**config.mk**
```make
export PLATFORM = sky130hd
export DESIGN_NAME = signal_path_readout
export DESIGN_NICKNAME = d
export VERILOG_FILES = /design/src/hw/readout_pkg.sv /design/src/hw/angle_cordic.sv /design/src/hw/signal_path_readout.sv
export VERILOG_INCLUDE_DIRS = /design/src /design/src/hw
export SDC_FILE = /design/constraint.sdc
export NUM_CORES = 2
export LEC_CHECK = 0
export BUFFER_PORTS_ARGS = -buffer_cell sky130_fd_sc_hd__buf_2
export CAP_MARGIN = 20
export CORE_MARGIN = 4
export CORE_UTILIZATION = 55
export CTS_BUF_LIST = sky130_fd_sc_hd__clkbuf_8
export CTS_CLUSTER_DIAMETER = 50
export DETAILED_ROUTE_END_ITERATION = 16
export PLACE_DENSITY = 0.84
export SLEW_MARGIN = 20
export SYNTH_ARGS = -nofsm -noshare
export SYNTH_HDL_FRONTEND = slang
export SYNTH_SLANG_ARGS = --single-unit
```
**constraint.sdc**
```tcl
create_clock -name i_clk_sys -period 27 [get_ports i_clk_sys]
set_input_delay 1.35 -clock i_clk_sys [delete_from_list [all_inputs] [get_ports i_clk_sys]]
set_output_delay 1.35 -clock i_clk_sys [all_outputs]
set_load 0.01 [all_outputs]
```
**src/hw/readout_regs.svh**
```systemverilog
// Purpose: Register indexes, reset values and timing counts of the signal-path readout.
// Assumes: System clock of 100 MHz.
// Notes: Register indexes are the values carried in a read command frame.
`ifndef READOUT_REGS_SVH
`define READOUT_REGS_SVH

`define RO_IDX_TEMP 3'h0
`define RO_IDX_COMP_A 3'h1
`define RO_IDX_COMP_B 3'h2
`define RO_IDX_CORR_A 3'h3
`define RO_IDX_CORR_B 3'h4
`define RO_IDX_POS 3'h5
`define RO_IDX_OUTEQ 3'h6
`define RO_IDX_MAG 3'h7
`define RO_RESET 16'h0000
`define RO_READ_OPCODE 5'h15
`define RO_CODE_MAX 16'h7FFF

`define CLK_PERIOD_NS 10
`define CLK_HZ 100000000
`define SAMPLE_HZ 8000
`define SAMPLE_CYC (`CLK_HZ / `SAMPLE_HZ)

// Least low time of a one bit, least idle time that ends a frame, and reply bit time.
`define PIN_LONG_NS 20000
`define PIN_LONG_CYC ((`PIN_LONG_NS + `CLK_PERIOD_NS - 1) / `CLK_PERIOD_NS)
`define PIN_GAP_NS 40000
`define PIN_GAP_CYC ((`PIN_GAP_NS + `CLK_PERIOD_NS - 1) / `CLK_PERIOD_NS)
`define PIN_BIT_NS 20000
`define PIN_BIT_CYC (`PIN_BIT_NS / `CLK_PERIOD_NS)

// Temperature code = 100 + (raw + 2560) * 119 / 128, raw in 1/64 degree Celsius.
`define TEMP_CODE_LO 16'h0064
`define TEMP_RAW_OFS 2560
`define TEMP_SLOPE_NUM 119
`define TEMP_SLOPE_SH 7

`define CORDIC_STEPS 15
`define ANGLE_HALF 16'h4000

`endif

```
**src/hw/readout_pkg.sv**
```systemverilog
// Purpose: Types shared by the signal-path readout.
// Assumes: Nothing beyond SystemVerilog packages.
// Notes: Constants live in readout_regs.svh.
package readout_pkg;
	typedef struct packed {
		logic signed [15:0] x;
		logic signed [15:0] y;
		logic signed [15:0] z;
	} field_vec_t;

	typedef struct packed {
		logic signed [15:0] gain_a;
		logic signed [15:0] gain_b;
		logic signed [15:0] phase;
		logic signed [15:0] offset_a;
		logic signed [15:0] offset_b;
		logic [15:0] hyst;
	} path_cfg_t;

	typedef enum logic [1:0] {VAR_XY, VAR_YZ, VAR_XZ} variant_t;
	typedef enum logic {PIN_RX, PIN_REPLY} pin_state_t;
endpackage

```
**src/hw/angle_cordic.sv**
```systemverilog
// Purpose: Iterative vectoring CORDIC giving angle and scaled amplitude of two channels.
// Assumes: Start is a one-cycle pulse; inputs stay stable until done.
// Notes: A full turn is 32768 angle codes; the amplitude carries the CORDIC gain of about 1.6.
`timescale 1ns/10ps
`default_nettype none
`include "readout_regs.svh"
module angle_cordic (
	input wire logic i_clk_sys,
	input wire logic i_rst_b,
	input wire logic i_start,
	input wire logic signed [15:0] i_a,
	input wire logic signed [15:0] i_b,
	output logic o_done,
	output logic [14:0] o_angle,
	output logic [15:0] o_amp
);
	logic signed [18:0] x_r, y_r;
	logic [15:0] z_r;
	logic [3:0] step_r;
	logic busy_r;
	logic fin_r;
	wire logic neg_x = i_a[15];
	wire logic signed [18:0] xs = x_r >>> step_r;
	wire logic signed [18:0] ys = y_r >>> step_r;

	function automatic logic [15:0] atan_code(input logic [3:0] i);
		case (i)
			4'h0: atan_code = 16'h1000;
			4'h1: atan_code = 16'h0972;
			4'h2: atan_code = 16'h04FE;
			4'h3: atan_code = 16'h0289;
			4'h4: atan_code = 16'h0146;
			4'h5: atan_code = 16'h00A3;
			4'h6: atan_code = 16'h0051;
			4'h7: atan_code = 16'h0029;
			4'h8: atan_code = 16'h0014;
			4'h9: atan_code = 16'h000A;
			4'hA: atan_code = 16'h0005;
			4'hB: atan_code = 16'h0003;
			4'hC: atan_code = 16'h0001;
			4'hD: atan_code = 16'h0001;
			default: atan_code = 16'h0000;
		endcase
	endfunction

	always_ff @(posedge i_clk_sys) begin
		if (!i_rst_b) begin
			busy_r <= 1'b0;
			fin_r <= 1'b0;
			o_done <= 1'b0;
			step_r <= 4'h0;
			x_r <= 19'sh0;
			y_r <= 19'sh0;
			z_r <= 16'h0000;
			o_angle <= 15'h0000;
			o_amp <= 16'h0000;
		end else begin
			// Done follows the last step by one cycle so that it rises together with the new results.
			fin_r <= 1'b0;
			o_done <= fin_r;
			if (i_start) begin
				busy_r <= 1'b1;
				step_r <= 4'h0;
				x_r <= neg_x ? -19'(i_a) : 19'(i_a);
				y_r <= neg_x ? -19'(i_b) : 19'(i_b);
				z_r <= neg_x ? `ANGLE_HALF : 16'h0000;
			end else if (busy_r) begin
				x_r <= y_r[18] ? x_r - ys : x_r + ys;
				y_r <= y_r[18] ? y_r + xs : y_r - xs;
				z_r <= y_r[18] ? z_r - atan_code(step_r) : z_r + atan_code(step_r);
				step_r <= step_r + 4'h1;
				if (step_r == 4'(`CORDIC_STEPS - 1)) begin
					busy_r <= 1'b0;
					fin_r <= 1'b1;
				end
			end
			if (fin_r) begin
				o_angle <= z_r[14:0];
				o_amp <= (x_r > 19'sh0FFFF) ? 16'hFFFF : x_r[15:0];
			end
		end
	end
endmodule
`default_nettype wire

```
**src/hw/signal_path_readout.sv**
```systemverilog
// Purpose: Signal-path measurement registers of a two-channel position sensor, read over the output pin.
// Assumes: Front-end samples are on the system clock; the pin level comes from a comparator and is asynchronous.
// Notes: Reads are served by pulse-width frames on the pin and never disturb the path.
// How it works
// - temperature readout unsigned, limited to 0..32767
// - temperature calibrated 100 at -40, 12000 at 160
// - per-channel compensated field, signed 16 bits
// - corrected inputs include phase, gain, offset, hysteresis
// - position unsigned, limited to 0..32767
// - output equivalent unsigned, limited to 0..32767
// - amplitude about 1.6 times root sum squares
// - path samples at a fixed rate, 8 kHz unless SAMPLE_CYC is overridden
// - variant routes two field components to channels
// - output curve piecewise linear, 33 setpoints
// - programmer reads registers by modulating output pin
`timescale 1ns/10ps
`default_nettype none
`include "readout_regs.svh"
module signal_path_readout #(
	parameter int SAMPLE_CYC = `SAMPLE_CYC,
	parameter readout_pkg::variant_t VARIANT = readout_pkg::VAR_XY
) (
	input wire logic i_clk_sys,
	input wire logic i_rst_b,
	input wire readout_pkg::field_vec_t i_field,
	input wire logic signed [15:0] i_temp_raw,
	input wire readout_pkg::path_cfg_t i_cfg,
	input wire logic [32:0][15:0] i_setpoint,
	input wire logic i_prog_pin,
	output logic o_prog_pin,
	output logic o_prog_pin_oe_b,
	output logic [15:0] o_output_code
);
	import readout_pkg::*;

	if (SAMPLE_CYC < 32) begin : g_chk
		$error("SAMPLE_CYC too short for the angle calculation");
	end

	function automatic logic signed [35:0] sx36(input logic signed [15:0] v);
		sx36 = 36'(v);
	endfunction

	function automatic logic signed [15:0] sat16(input logic signed [35:0] v);
		if (v > 36'sd32767)
			sat16 = 16'sh7FFF;
		else if (v < -36'sd32768)
			sat16 = 16'sh8000;
		else
			sat16 = v[15:0];
	endfunction

	function automatic logic [15:0] clamp_pos(input logic signed [35:0] v);
		if (v > 36'sd32767)
			clamp_pos = `RO_CODE_MAX;
		else if (v < 36'sd0)
			clamp_pos = 16'h0000;
		else
			clamp_pos = v[15:0];
	endfunction

	function automatic logic [16:0] absdiff(input logic signed [15:0] a, input logic signed [15:0] b);
		logic signed [16:0] d;
		d = 17'(a) - 17'(b);
		absdiff = d[16] ? 17'(-d) : d;
	endfunction

	// Sample timing.
	logic [31:0] div_r;
	logic tick_r, start_r;
	logic signed [15:0] a_q, b_q, t_q;
	wire logic sample_tick = (div_r == 32'(SAMPLE_CYC - 1));

	always_ff @(posedge i_clk_sys) begin
		if (!i_rst_b) begin
			div_r <= 32'h0;
			tick_r <= 1'b0;
			start_r <= 1'b0;
			a_q <= 16'sh0;
			b_q <= 16'sh0;
			t_q <= 16'sh0;
		end else begin
			div_r <= sample_tick ? 32'h0 : div_r + 32'h1;
			tick_r <= sample_tick;
			start_r <= tick_r;
			if (tick_r) begin
				a_q <= (VARIANT == VAR_YZ) ? i_field.y : i_field.x;
				b_q <= (VARIANT == VAR_XY) ? i_field.y : i_field.z;
				t_q <= i_temp_raw;
			end
		end
	end

	// Compensated and corrected channel values.
	logic [15:0] temp_r, pos_r, outeq_r, mag_r;
	logic signed [15:0] comp_a_r, comp_b_r, corr_a_r, corr_b_r;
	wire logic signed [35:0] temp_lin = ((sx36(t_q) + 36'sd`TEMP_RAW_OFS) * 36'sd`TEMP_SLOPE_NUM) >>> `TEMP_SLOPE_SH;
	wire logic [15:0] temp_nxt = clamp_pos(temp_lin + 36'(`TEMP_CODE_LO));
	wire logic signed [35:0] lin_a = ((sx36(a_q) * sx36(i_cfg.gain_a)) >>> 14) + sx36(i_cfg.offset_a);
	wire logic signed [35:0] lin_b = ((sx36(b_q) * sx36(i_cfg.gain_b) + sx36(a_q) * sx36(i_cfg.phase)) >>> 14)
		+ sx36(i_cfg.offset_b);
	wire logic signed [15:0] cand_a = sat16(lin_a);
	wire logic signed [15:0] cand_b = sat16(lin_b);
	wire logic hold_a = absdiff(cand_a, corr_a_r) < 17'(i_cfg.hyst);
	wire logic hold_b = absdiff(cand_b, corr_b_r) < 17'(i_cfg.hyst);
	wire logic signed [15:0] corr_a_nxt = hold_a ? corr_a_r : cand_a;
	wire logic signed [15:0] corr_b_nxt = hold_b ? corr_b_r : cand_b;

	logic cordic_done;
	logic [14:0] cordic_angle;
	logic [15:0] cordic_amp;

	angle_cordic u_cordic (
		.i_clk_sys(i_clk_sys),
		.i_rst_b(i_rst_b),
		.i_start(start_r),
		.i_a(corr_a_nxt),
		.i_b(corr_b_nxt),
		.o_done(cordic_done),
		.o_angle(cordic_angle),
		.o_amp(cordic_amp)
	);

	// Output characteristic: 32 segments between 33 setpoints.
	wire logic [4:0] seg = cordic_angle[14:10];
	wire logic [9:0] frac = cordic_angle[9:0];
	wire logic [15:0] sp_lo = i_setpoint[seg];
	wire logic [15:0] sp_hi = i_setpoint[6'(seg) + 6'h1];
	wire logic signed [35:0] sp_delta = 36'(sp_hi) - 36'(sp_lo);
	wire logic signed [35:0] curve = $signed(36'(sp_lo)) + ((sp_delta * $signed(36'(frac))) >>> 10);
	wire logic [15:0] outeq_nxt = clamp_pos(curve);

	always_ff @(posedge i_clk_sys) begin
		if (!i_rst_b) begin
			temp_r <= `RO_RESET;
			comp_a_r <= `RO_RESET;
			comp_b_r <= `RO_RESET;
			corr_a_r <= `RO_RESET;
			corr_b_r <= `RO_RESET;
			pos_r <= `RO_RESET;
			outeq_r <= `RO_RESET;
			mag_r <= `RO_RESET;
		end else if (cordic_done) begin
			temp_r <= temp_nxt;
			comp_a_r <= a_q;
			comp_b_r <= b_q;
			corr_a_r <= corr_a_nxt;
			corr_b_r <= corr_b_nxt;
			pos_r <= {1'b0, cordic_angle};
			outeq_r <= outeq_nxt;
			mag_r <= cordic_amp;
		end
	end
	assign o_output_code = outeq_r;

	// Pin protocol: low pulses carry bits, a long idle ends the frame, the reply goes out MSB first.
	logic pin_s1_r, pin_s2_r, pin_prev_r, low_seen_r;
	pin_state_t pst_r;
	logic [15:0] cnt_r, tx_r;
	logic [3:0] nbit_r;
	logic [7:0] rx_r;
	wire logic pin_rise = pin_s2_r && !pin_prev_r;
	wire logic frame_ok = (nbit_r == 4'h8) && (rx_r[7:3] == `RO_READ_OPCODE);
	wire logic reply_bit_end = (cnt_r == 16'(`PIN_BIT_CYC - 1));
	logic [15:0] rd_data;

	always_comb begin
		case (rx_r[2:0])
			`RO_IDX_TEMP: rd_data = temp_r;
			`RO_IDX_COMP_A: rd_data = comp_a_r;
			`RO_IDX_COMP_B: rd_data = comp_b_r;
			`RO_IDX_CORR_A: rd_data = corr_a_r;
			`RO_IDX_CORR_B: rd_data = corr_b_r;
			`RO_IDX_POS: rd_data = pos_r;
			`RO_IDX_OUTEQ: rd_data = outeq_r;
			default: rd_data = mag_r;
		endcase
	end

	always_ff @(posedge i_clk_sys) begin
		if (!i_rst_b) begin
			pin_s1_r <= 1'b1;
			pin_s2_r <= 1'b1;
			pin_prev_r <= 1'b1;
			low_seen_r <= 1'b0;
			pst_r <= PIN_RX;
			cnt_r <= 16'h0;
			tx_r <= 16'h0;
			nbit_r <= 4'h0;
			rx_r <= 8'h0;
		end else begin
			pin_s1_r <= i_prog_pin;
			pin_s2_r <= pin_s1_r;
			pin_prev_r <= pin_s2_r;
			case (pst_r)
				PIN_RX: begin
					// A low that began during a reply ends in a rise here and must not count as a bit.
					if (pin_s2_r != pin_prev_r) begin
						cnt_r <= 16'h0;
						low_seen_r <= !pin_s2_r;
					end else if (cnt_r != 16'hFFFF) begin
						cnt_r <= cnt_r + 16'h1;
					end
					if (pin_rise && low_seen_r && nbit_r != 4'h8) begin
						rx_r <= {rx_r[6:0], cnt_r >= 16'(`PIN_LONG_CYC - 1)};
						nbit_r <= nbit_r + 4'h1;
					end
					if (pin_s2_r && cnt_r == 16'(`PIN_GAP_CYC - 1)) begin
						nbit_r <= 4'h0;
						if (frame_ok) begin
							pst_r <= PIN_REPLY;
							tx_r <= rd_data;
							cnt_r <= 16'h0;
						end
					end
				end
				PIN_REPLY: begin
					cnt_r <= reply_bit_end ? 16'h0 : cnt_r + 16'h1;
					if (reply_bit_end) begin
						tx_r <= {tx_r[14:0], 1'b0};
						nbit_r <= nbit_r + 4'h1;
						if (nbit_r == 4'hF) begin
							pst_r <= PIN_RX;
							nbit_r <= 4'h0;
						end
					end
				end
				default: pst_r <= PIN_RX;
			endcase
		end
	end
	assign o_prog_pin = (pst_r == PIN_REPLY) ? tx_r[15] : 1'b1;
	assign o_prog_pin_oe_b = (pst_r != PIN_REPLY);

	// Helper: cycles since the last sample tick.
	logic [31:0] gap_r;
	always_ff @(posedge i_clk_sys) begin
		if (!i_rst_b)
			gap_r <= 32'h0;
		else
			gap_r <= tick_r ? 32'h1 : gap_r + 32'h1;
	end
endmodule
`default_nettype wire

```
* Yosys cells after proc, flatten, opt, wreduce, memory -nomap -nowiden
Memory sizes are Yosys's and may differ from the RTL's. A register that Yosys moved wholly into a read port is not among the register bits. Cells that the tools add are included.
Storage, ports and cells: register bits after elaboration 350, ROM bits 416, bits of input ports 691, output and inout bits 18, memories 2
Memory list:
- (name not given) | words 16, bits a word 13, read ports 1, clocked after Yosys merged registers in 1, wr ports 0, line angle_cordic.sv:27 | case (i)
- (name not given) | words 16, bits a word 13, read ports 1, clocked after Yosys merged registers in 1, wr ports 0, line angle_cordic.sv:27
Cells by class: $add $sub $neg 24, multipliers 5, $lt $le $gt $ge 14, eq/ne operators 20, shift operators 2, multiplexer cells 65, bitwise gates (word level) 3, reductions and logical operators 16
Operators by type and width (number):
- $mux 16 | 30
- $mux 19 | 8
- $pmux 16 s7 | 1
- $bmux 16 s6 | 1
- $mul 16x16->32 | 3
- $bmux 16 s5 | 1
- $pmux 16 s2 | 2
- $gt 19x16->1 const B | 3
- $sub 16x16->17 | 3
- $add 19x19->19 | 2
- $lt 19x1->1 const B | 2
- $neg 16->19 | 2
- $sshr 19x4->19 | 2
- $sub 19x19->19 | 2
- $lt 17x16->1 | 2
- $mux 17 | 2
- $neg 17->17 | 2
- $add 32x32->33 | 1
- $add 32x1->32 const B | 1
- $eq 32x14->1 const B | 1
- $mux 4 | 8
- $mul 17x11->28 | 1
- $mul 17x8->25 const B | 1
- $add 19x16->20 | 1
- other kinds (41) | 67

* Logic depth before layout (Yosys ltp)
word-level depth 14, gate-level depth with buffers 73, mapped depth without buffers 66

* Cells and area by module
From an unflattened synthesis, not the netlist that was laid out.
Unflattened totals: cells, all modules 7979, area total of the unflattened synthesis 74926.9 µm²
Modules (own cells, without submodules):
- signal_path_readout | instances 1, cells each 6748, area each 64514.4 µm², sequential area each 5165.0 µm²
- angle_cordic | instances 1, cells each 1231, area each 10412.5 µm², sequential area each 2082.0 µm²

* Least setup slack after synthesis
No wires, ideal clock.
kind input to register, from in i_cfg[49] (netlist bit), to reg u_cordic.y_r[12], library setup time 62 ps, arrival 16457 ps, slack 10481 ps, stages 66, path buffers 4, path through clkbuf_1 > and2_1 > fa_1 > inv_1 > fa_1 > inv_1 > fa_1 > inv_1 > fa_1 > inv_1 > fa_1 > fa_1 > fa_1 > inv_1 > fa_1 > inv_1 > ha_1 > o21a_1 > [30 not listed] > a21o_1 > a21o_1 > a21o_1 > a21oi_1 > a21boi_0 > o21ai_0 > or2b_2 > clkbuf_8 > nor2_1 > clkbuf_1 > nor2_1 > a21oi_1 > ha_1 > inv_1 > a211oi_4 > nand3_2 > or4b_1 > nand3_1
On the way: cells in the longest elaborated chain, start to end 14, elaborated cells between the ends (all ways) 15, those cells by class add/sub (5); mul (1); order compare (3); mux (6)
Ends and longest elaborated chain:
- start, declared | line signal_path_readout.sv:27 | input wire readout_pkg::path_cfg_t i_cfg,
- $mul 16x16->32 (*) | line signal_path_readout.sv:100 | wire logic signed [35:0] lin_b = ((sx36(b_q) * sx36(i_cfg.gain_b) + sx36(a_q) * sx36(i_cfg.phase)) >>> 14)
- $add 32x32->33 (*) | line signal_path_readout.sv:100
- $add 19x16->20 (*) | line signal_path_readout.sv:101 | + sx36(i_cfg.offset_b);
- $lt 20x16->1 | line signal_path_readout.sv:47 | else if (v < -36'sd32768)
- $mux 16 | line signal_path_readout.sv:47
- $mux 16 (*) | line signal_path_readout.sv:45 | if (v > 36'sd32767)
- $sub 16x16->17 | line signal_path_readout.sv:64 | d = 17'(a) - 17'(b);
- $neg 17->17 | line signal_path_readout.sv:65 | absdiff = d[16] ? 17'(-d) : d;
- $mux 17 | line signal_path_readout.sv:65
- $lt 17x16->1 | line signal_path_readout.sv:105 | wire logic hold_b = absdiff(cand_b, corr_b_r) < 17'(i_cfg.hyst);
- $mux 16 (*) | line signal_path_readout.sv:107 | wire logic signed [15:0] corr_b_nxt = hold_b ? corr_b_r : cand_b;
- $neg 16->19 | line angle_cordic.sv:65 | y_r <= neg_x ? -19'(i_b) : 19'(i_b);
- $mux 19 (*) | line angle_cordic.sv:65
- $mux 19 (*) | line angle_cordic.sv:61 | if (i_start) begin
- end signal, assigned | line angle_cordic.sv:65
- end signal, assigned | line angle_cordic.sv:69 | y_r <= y_r[18] ? y_r + xs : y_r - xs;
- end, declared | line angle_cordic.sv:17 | logic signed [18:0] x_r, y_r;
Mark *: on every way between the ends. The rest lies on a longest branch, timed or not. A chain may end at the register's enable or synchronous reset.

* Worst setup path after layout
Ends and elaborated chain as after synthesis.

==> key figures <==
Floorplanning
  – Rows: 134
  – Initial core utilization: ~56%
  – Core ar.: roughly 130000 µm²
  – Ports: between 700 and 800
  – Die footprint: ~140000 µm²
  – Die width: around 380 µm
  – Die Ht: 376 µm

Hold path
  – Worst hold start: div_r[0]
  – HP Class: flip-flop to flip-flop
  – WHS Endpoint: div_r[0]
  – Hold path cells: 1

Yosys
  – Register bit total from synthesis: ~360
  – Synthesized area: approximately 75000 µm²
  – Avg Inst Size Synth: a little over 9 µm²
  – Synth cell types: between 100 and 150
  – Sequential element share of the synthesized area: ~9.7%
  – Mapped Cells: between 8000 and 9000
  – Post-Syn Nets: 10400
  – Fraction of registers with async set/reset: 0%
  – Top_reg_cell synth: dfxtp_1
  – Post-synth EDFFs: 0
  – Yosys warning count: 0

Critical path
  – Setup CP Type: input pin to flip-flop
  – Critical R2R Launch: b_q[5]
  – Worst path slowest cell: o21ai_0
  – Arr. time, crit path: around 19 ns
  – Worst Setup SP: i_cfg[49]
  – Number of buffers and inverters on the critical path: 9
  – Largest stage delay on the critical path: a little over 0.7 ns
  – Reg2Reg Depth: 60
  – Max FO, Critical Path: 16
  – Flop2flop setup slack: slightly below 9 ns
  – Critical path launch point type: input pin
  – Critical path's top delay family: compound AO/OA/AOI/OAI gates
  – Worst R2R End: u_cordic.y_r[12]
  – Worst Path Required: 27.59 ns
  – Critical path endpoint category: flip-flop

Cells and area
  – Filler instances: 11000
  – Layout cell share with drive strength beyond 1: roughly 16%
  – Max reg flops: 32
  – Biggest regs: div_r: 32 flops, u_cordic.x_r: 19 flops, u_cordic.y_r: 19 flops
  – Final Core Density: 60.3%
  – Top reg by flops: div_r
  – Layout area overhead: 8.41%
  – Nets@finish: roughly 11000
  – Finished Layout Cells: ~10000

GRT
  – GRT overflow: 0
  – GRT Util Overall: 36.1%
  – Vias in the first global route: about 66000
  – Initial antenna violation count: about 120
  – Wire length of the first global-routing pass: slightly below 400000 µm
  – Largest net degree at the start of global routing: a little under 90

Timing
  – RSZ-0062 raised after global routing: false
  – Min Tclk post-route: roughly 18 ns
  – Slew Limit Headroom: ~23%
  – Worst slew pin tran: 1.13 ns
  – Final Setup Violations: 0
  – Final hold slack: 0.459 ns
  – Max Clk Rate: between 0.05 and 0.06 GHz
  – Final Hold Fails: 0
  – Fin. max-slew vios: 0
  – Final Cycle Share: 67.2%
  – Setup Skew: around 0.070 ns
  – Setup TNS: 0 ns

Drt
  – Routed WL per cell: ~25 µm
  – Number of DRC markers in iteration 0: ~6000
  – DRT Pass-1 Iters: 8
  – Vias: between 60000 and 70000
  – Final wirelength: 256000 µm
  – # DRC: 0
  – Avg Vias per Cell: 6.10
  – DRT antenna net count: 0

Job
  – Max-cap violations: 0

CTS
  – CTS tree: done
  – Clk sink count: ~360
  – Hold-fix buffers, CTS: 0
  – Register clock-pin slew on the reported worst setup and hold paths: about 0.06 ns
  – Post-cts resize count: 0
  – Htree depth: 3
  – TritonCTS buffer count: 66
  – Post-CTS setup buffers: 0
  – Clock tree root driver cell: clkbuf_8
  – Worst skew pair latency: 0.70 ns
  – Max Root-Sink Buffers: 3

Pwr
  – Net switching power: 1540 µW
  – Combinational power share: roughly two thirds
  – Leakage power: roughly 0.037 µW
  – Pint: 1550 µW
  – VDD IR max: ~0.12 mV
  – Switching share of power: between 40% and 50%
  – Share of power burned in registers: between 10% and 20%
  – Tot Pwr: slightly above 3000 µW
  – Pwr per Cell Area: about 38 nW/µm²
  – Clock power share: between 10% and 20%

Place
  – I/O Buffers: 692
  – Placed cells: around 10000
  – Dpl hpwl: ~210000 µm
  – Routability cong.: roughly 1.1

Status
  – Run status: completed
==> cell usage in the layout (no fill, tap or decap), types with 288 or more instances in the layout <==
| cell | Yosys | final |
|---|---|---|
| a21oi_1 | 288 | 288 |
| mux4_2 | 363 | 363 |
| buf_2 | 10 | 692 |
| dfxtp_1 | 362 | 348 |
| inv_1 | 1373 | 1391 |
| ha_1 | 549 | 548 |
| nand2_1 | 673 | 673 |
| nor2_1 | 603 | 602 |
| and2_1 | 458 | 458 |
| fa_1 | 1065 | 1065 |
==> how the worst max path moves through the flow <==
stage                                  end  slack [ns]  depth (start not counted)
after floorplan           u_cordic.y_r[12]       10.48                         66
after global placement    u_cordic.y_r[12]        8.84                         62
after detailed placement  u_cordic.y_r[12]        8.57                         62
after CTS                 u_cordic.y_r[12]        9.21                         62
after global routing      u_cordic.y_r[12]        8.04                         56
final                     u_cordic.y_r[12]        8.86                         63
==> layer usage <==
layer | part of all wire [%] | GRT usage, %
met1 | 34 | 40.2
met2 | 47 | 58.0
met3 | 9.1 | 9.25
met4 | 10 | 30.8
met5 | 0.12 | 0
==> cells in the mapped netlist, types with 49 or more instances <==
master / number / area (µm²)
inv_1: 1373 / 5150
fa_1: 1065 / 21300
nand2_1: 673 / 2530
nor2_1: 603 / 2260
ha_1: 549 / 6870
and2_1: 458 / 2870
mux4_2: 363 / 8180
dfxtp_1: 362 / 7250
clkbuf_1: 339 / 1270
a21oi_1: 288 / 1440
mux2i_1: 250 / 2500
xnor2_1: 223 / 1950
o21ai_0: 217 / 1090
xor2_1: 122 / 1070
nand3_1: 106 / 531
nor3_1: 95 / 475
a21o_1: 79 / 593
a211oi_1: 64 / 480
nand2b_1: 64 / 400
nor2b_1: 64 / 400
o21a_1: 53 / 398
buf_1: 49 / 184
==> power groups by stage <==
stage | Clock (µW) | Sequential, µW | Combinational [µW]
2_1_floorplan | 0 | 548 | 1410
3_3_place_gp | 0 | 548 | 1880
3_5_place_dp | 0 | 548 | 1930
4_1_cts | 549 | 536 | 1940
5_1_grt | 572 | 536 | 2150
6_report | 546 | 536 | 2000
==> worst register-to-register path, delay by kind of cell (launching register included) <==
kind | cells | cell delay, ns
mux | 1 | 0.41
compound gates | 24 | 6.21
simple gates | 13 | 3.87
flops | 1 | 1.02
buf+inv | 7 | 0.53
fa+ha+maj | 13 | 5.64
xor+xnor | 2 | 0.41
==> layout make-up <==
cell class	instances	area [µm²]	share of cell area, %
repair buffers	765	4020	4.96
clock inverters	37	263	0.325
diodes	75	188	0.232
well taps	1768	2210	2.73
flip-flops and latches	362	7280	8.99
multi-input cells	5974	60700	75.0
clock buffers	79	1090	1.34
inverters	1378	5180	6.40
==> logic make-up (layout without fill, tap and decap cells) <==
logic type               count (synthesis)  after routing  synth area share (%)
XOR/XNOR                               345            345                  4.05
other                                    0             75                     0
AO/OA/AOI/OAI                         1079           1079                  9.69
buffers and inverters                 1784           2259                  9.07
AND/OR/NAND/NOR                       2276           2276                  14.7
flip-flops                             362            362                  9.71
adder cells (fa/ha/maj)               1614           1614                  37.8
multiplexers                           660            660                  15.0
==> through the flow <==
stage                     setup slack, ns  cell area, µm²
final                                8.86           80900
after global routing                 8.04           80800
after CTS                            9.21           80700
after detailed placement             8.57           79400
after global placement               8.84           79400
after floorplan                     10.48           74600
(Power assumes the default switching activity.)
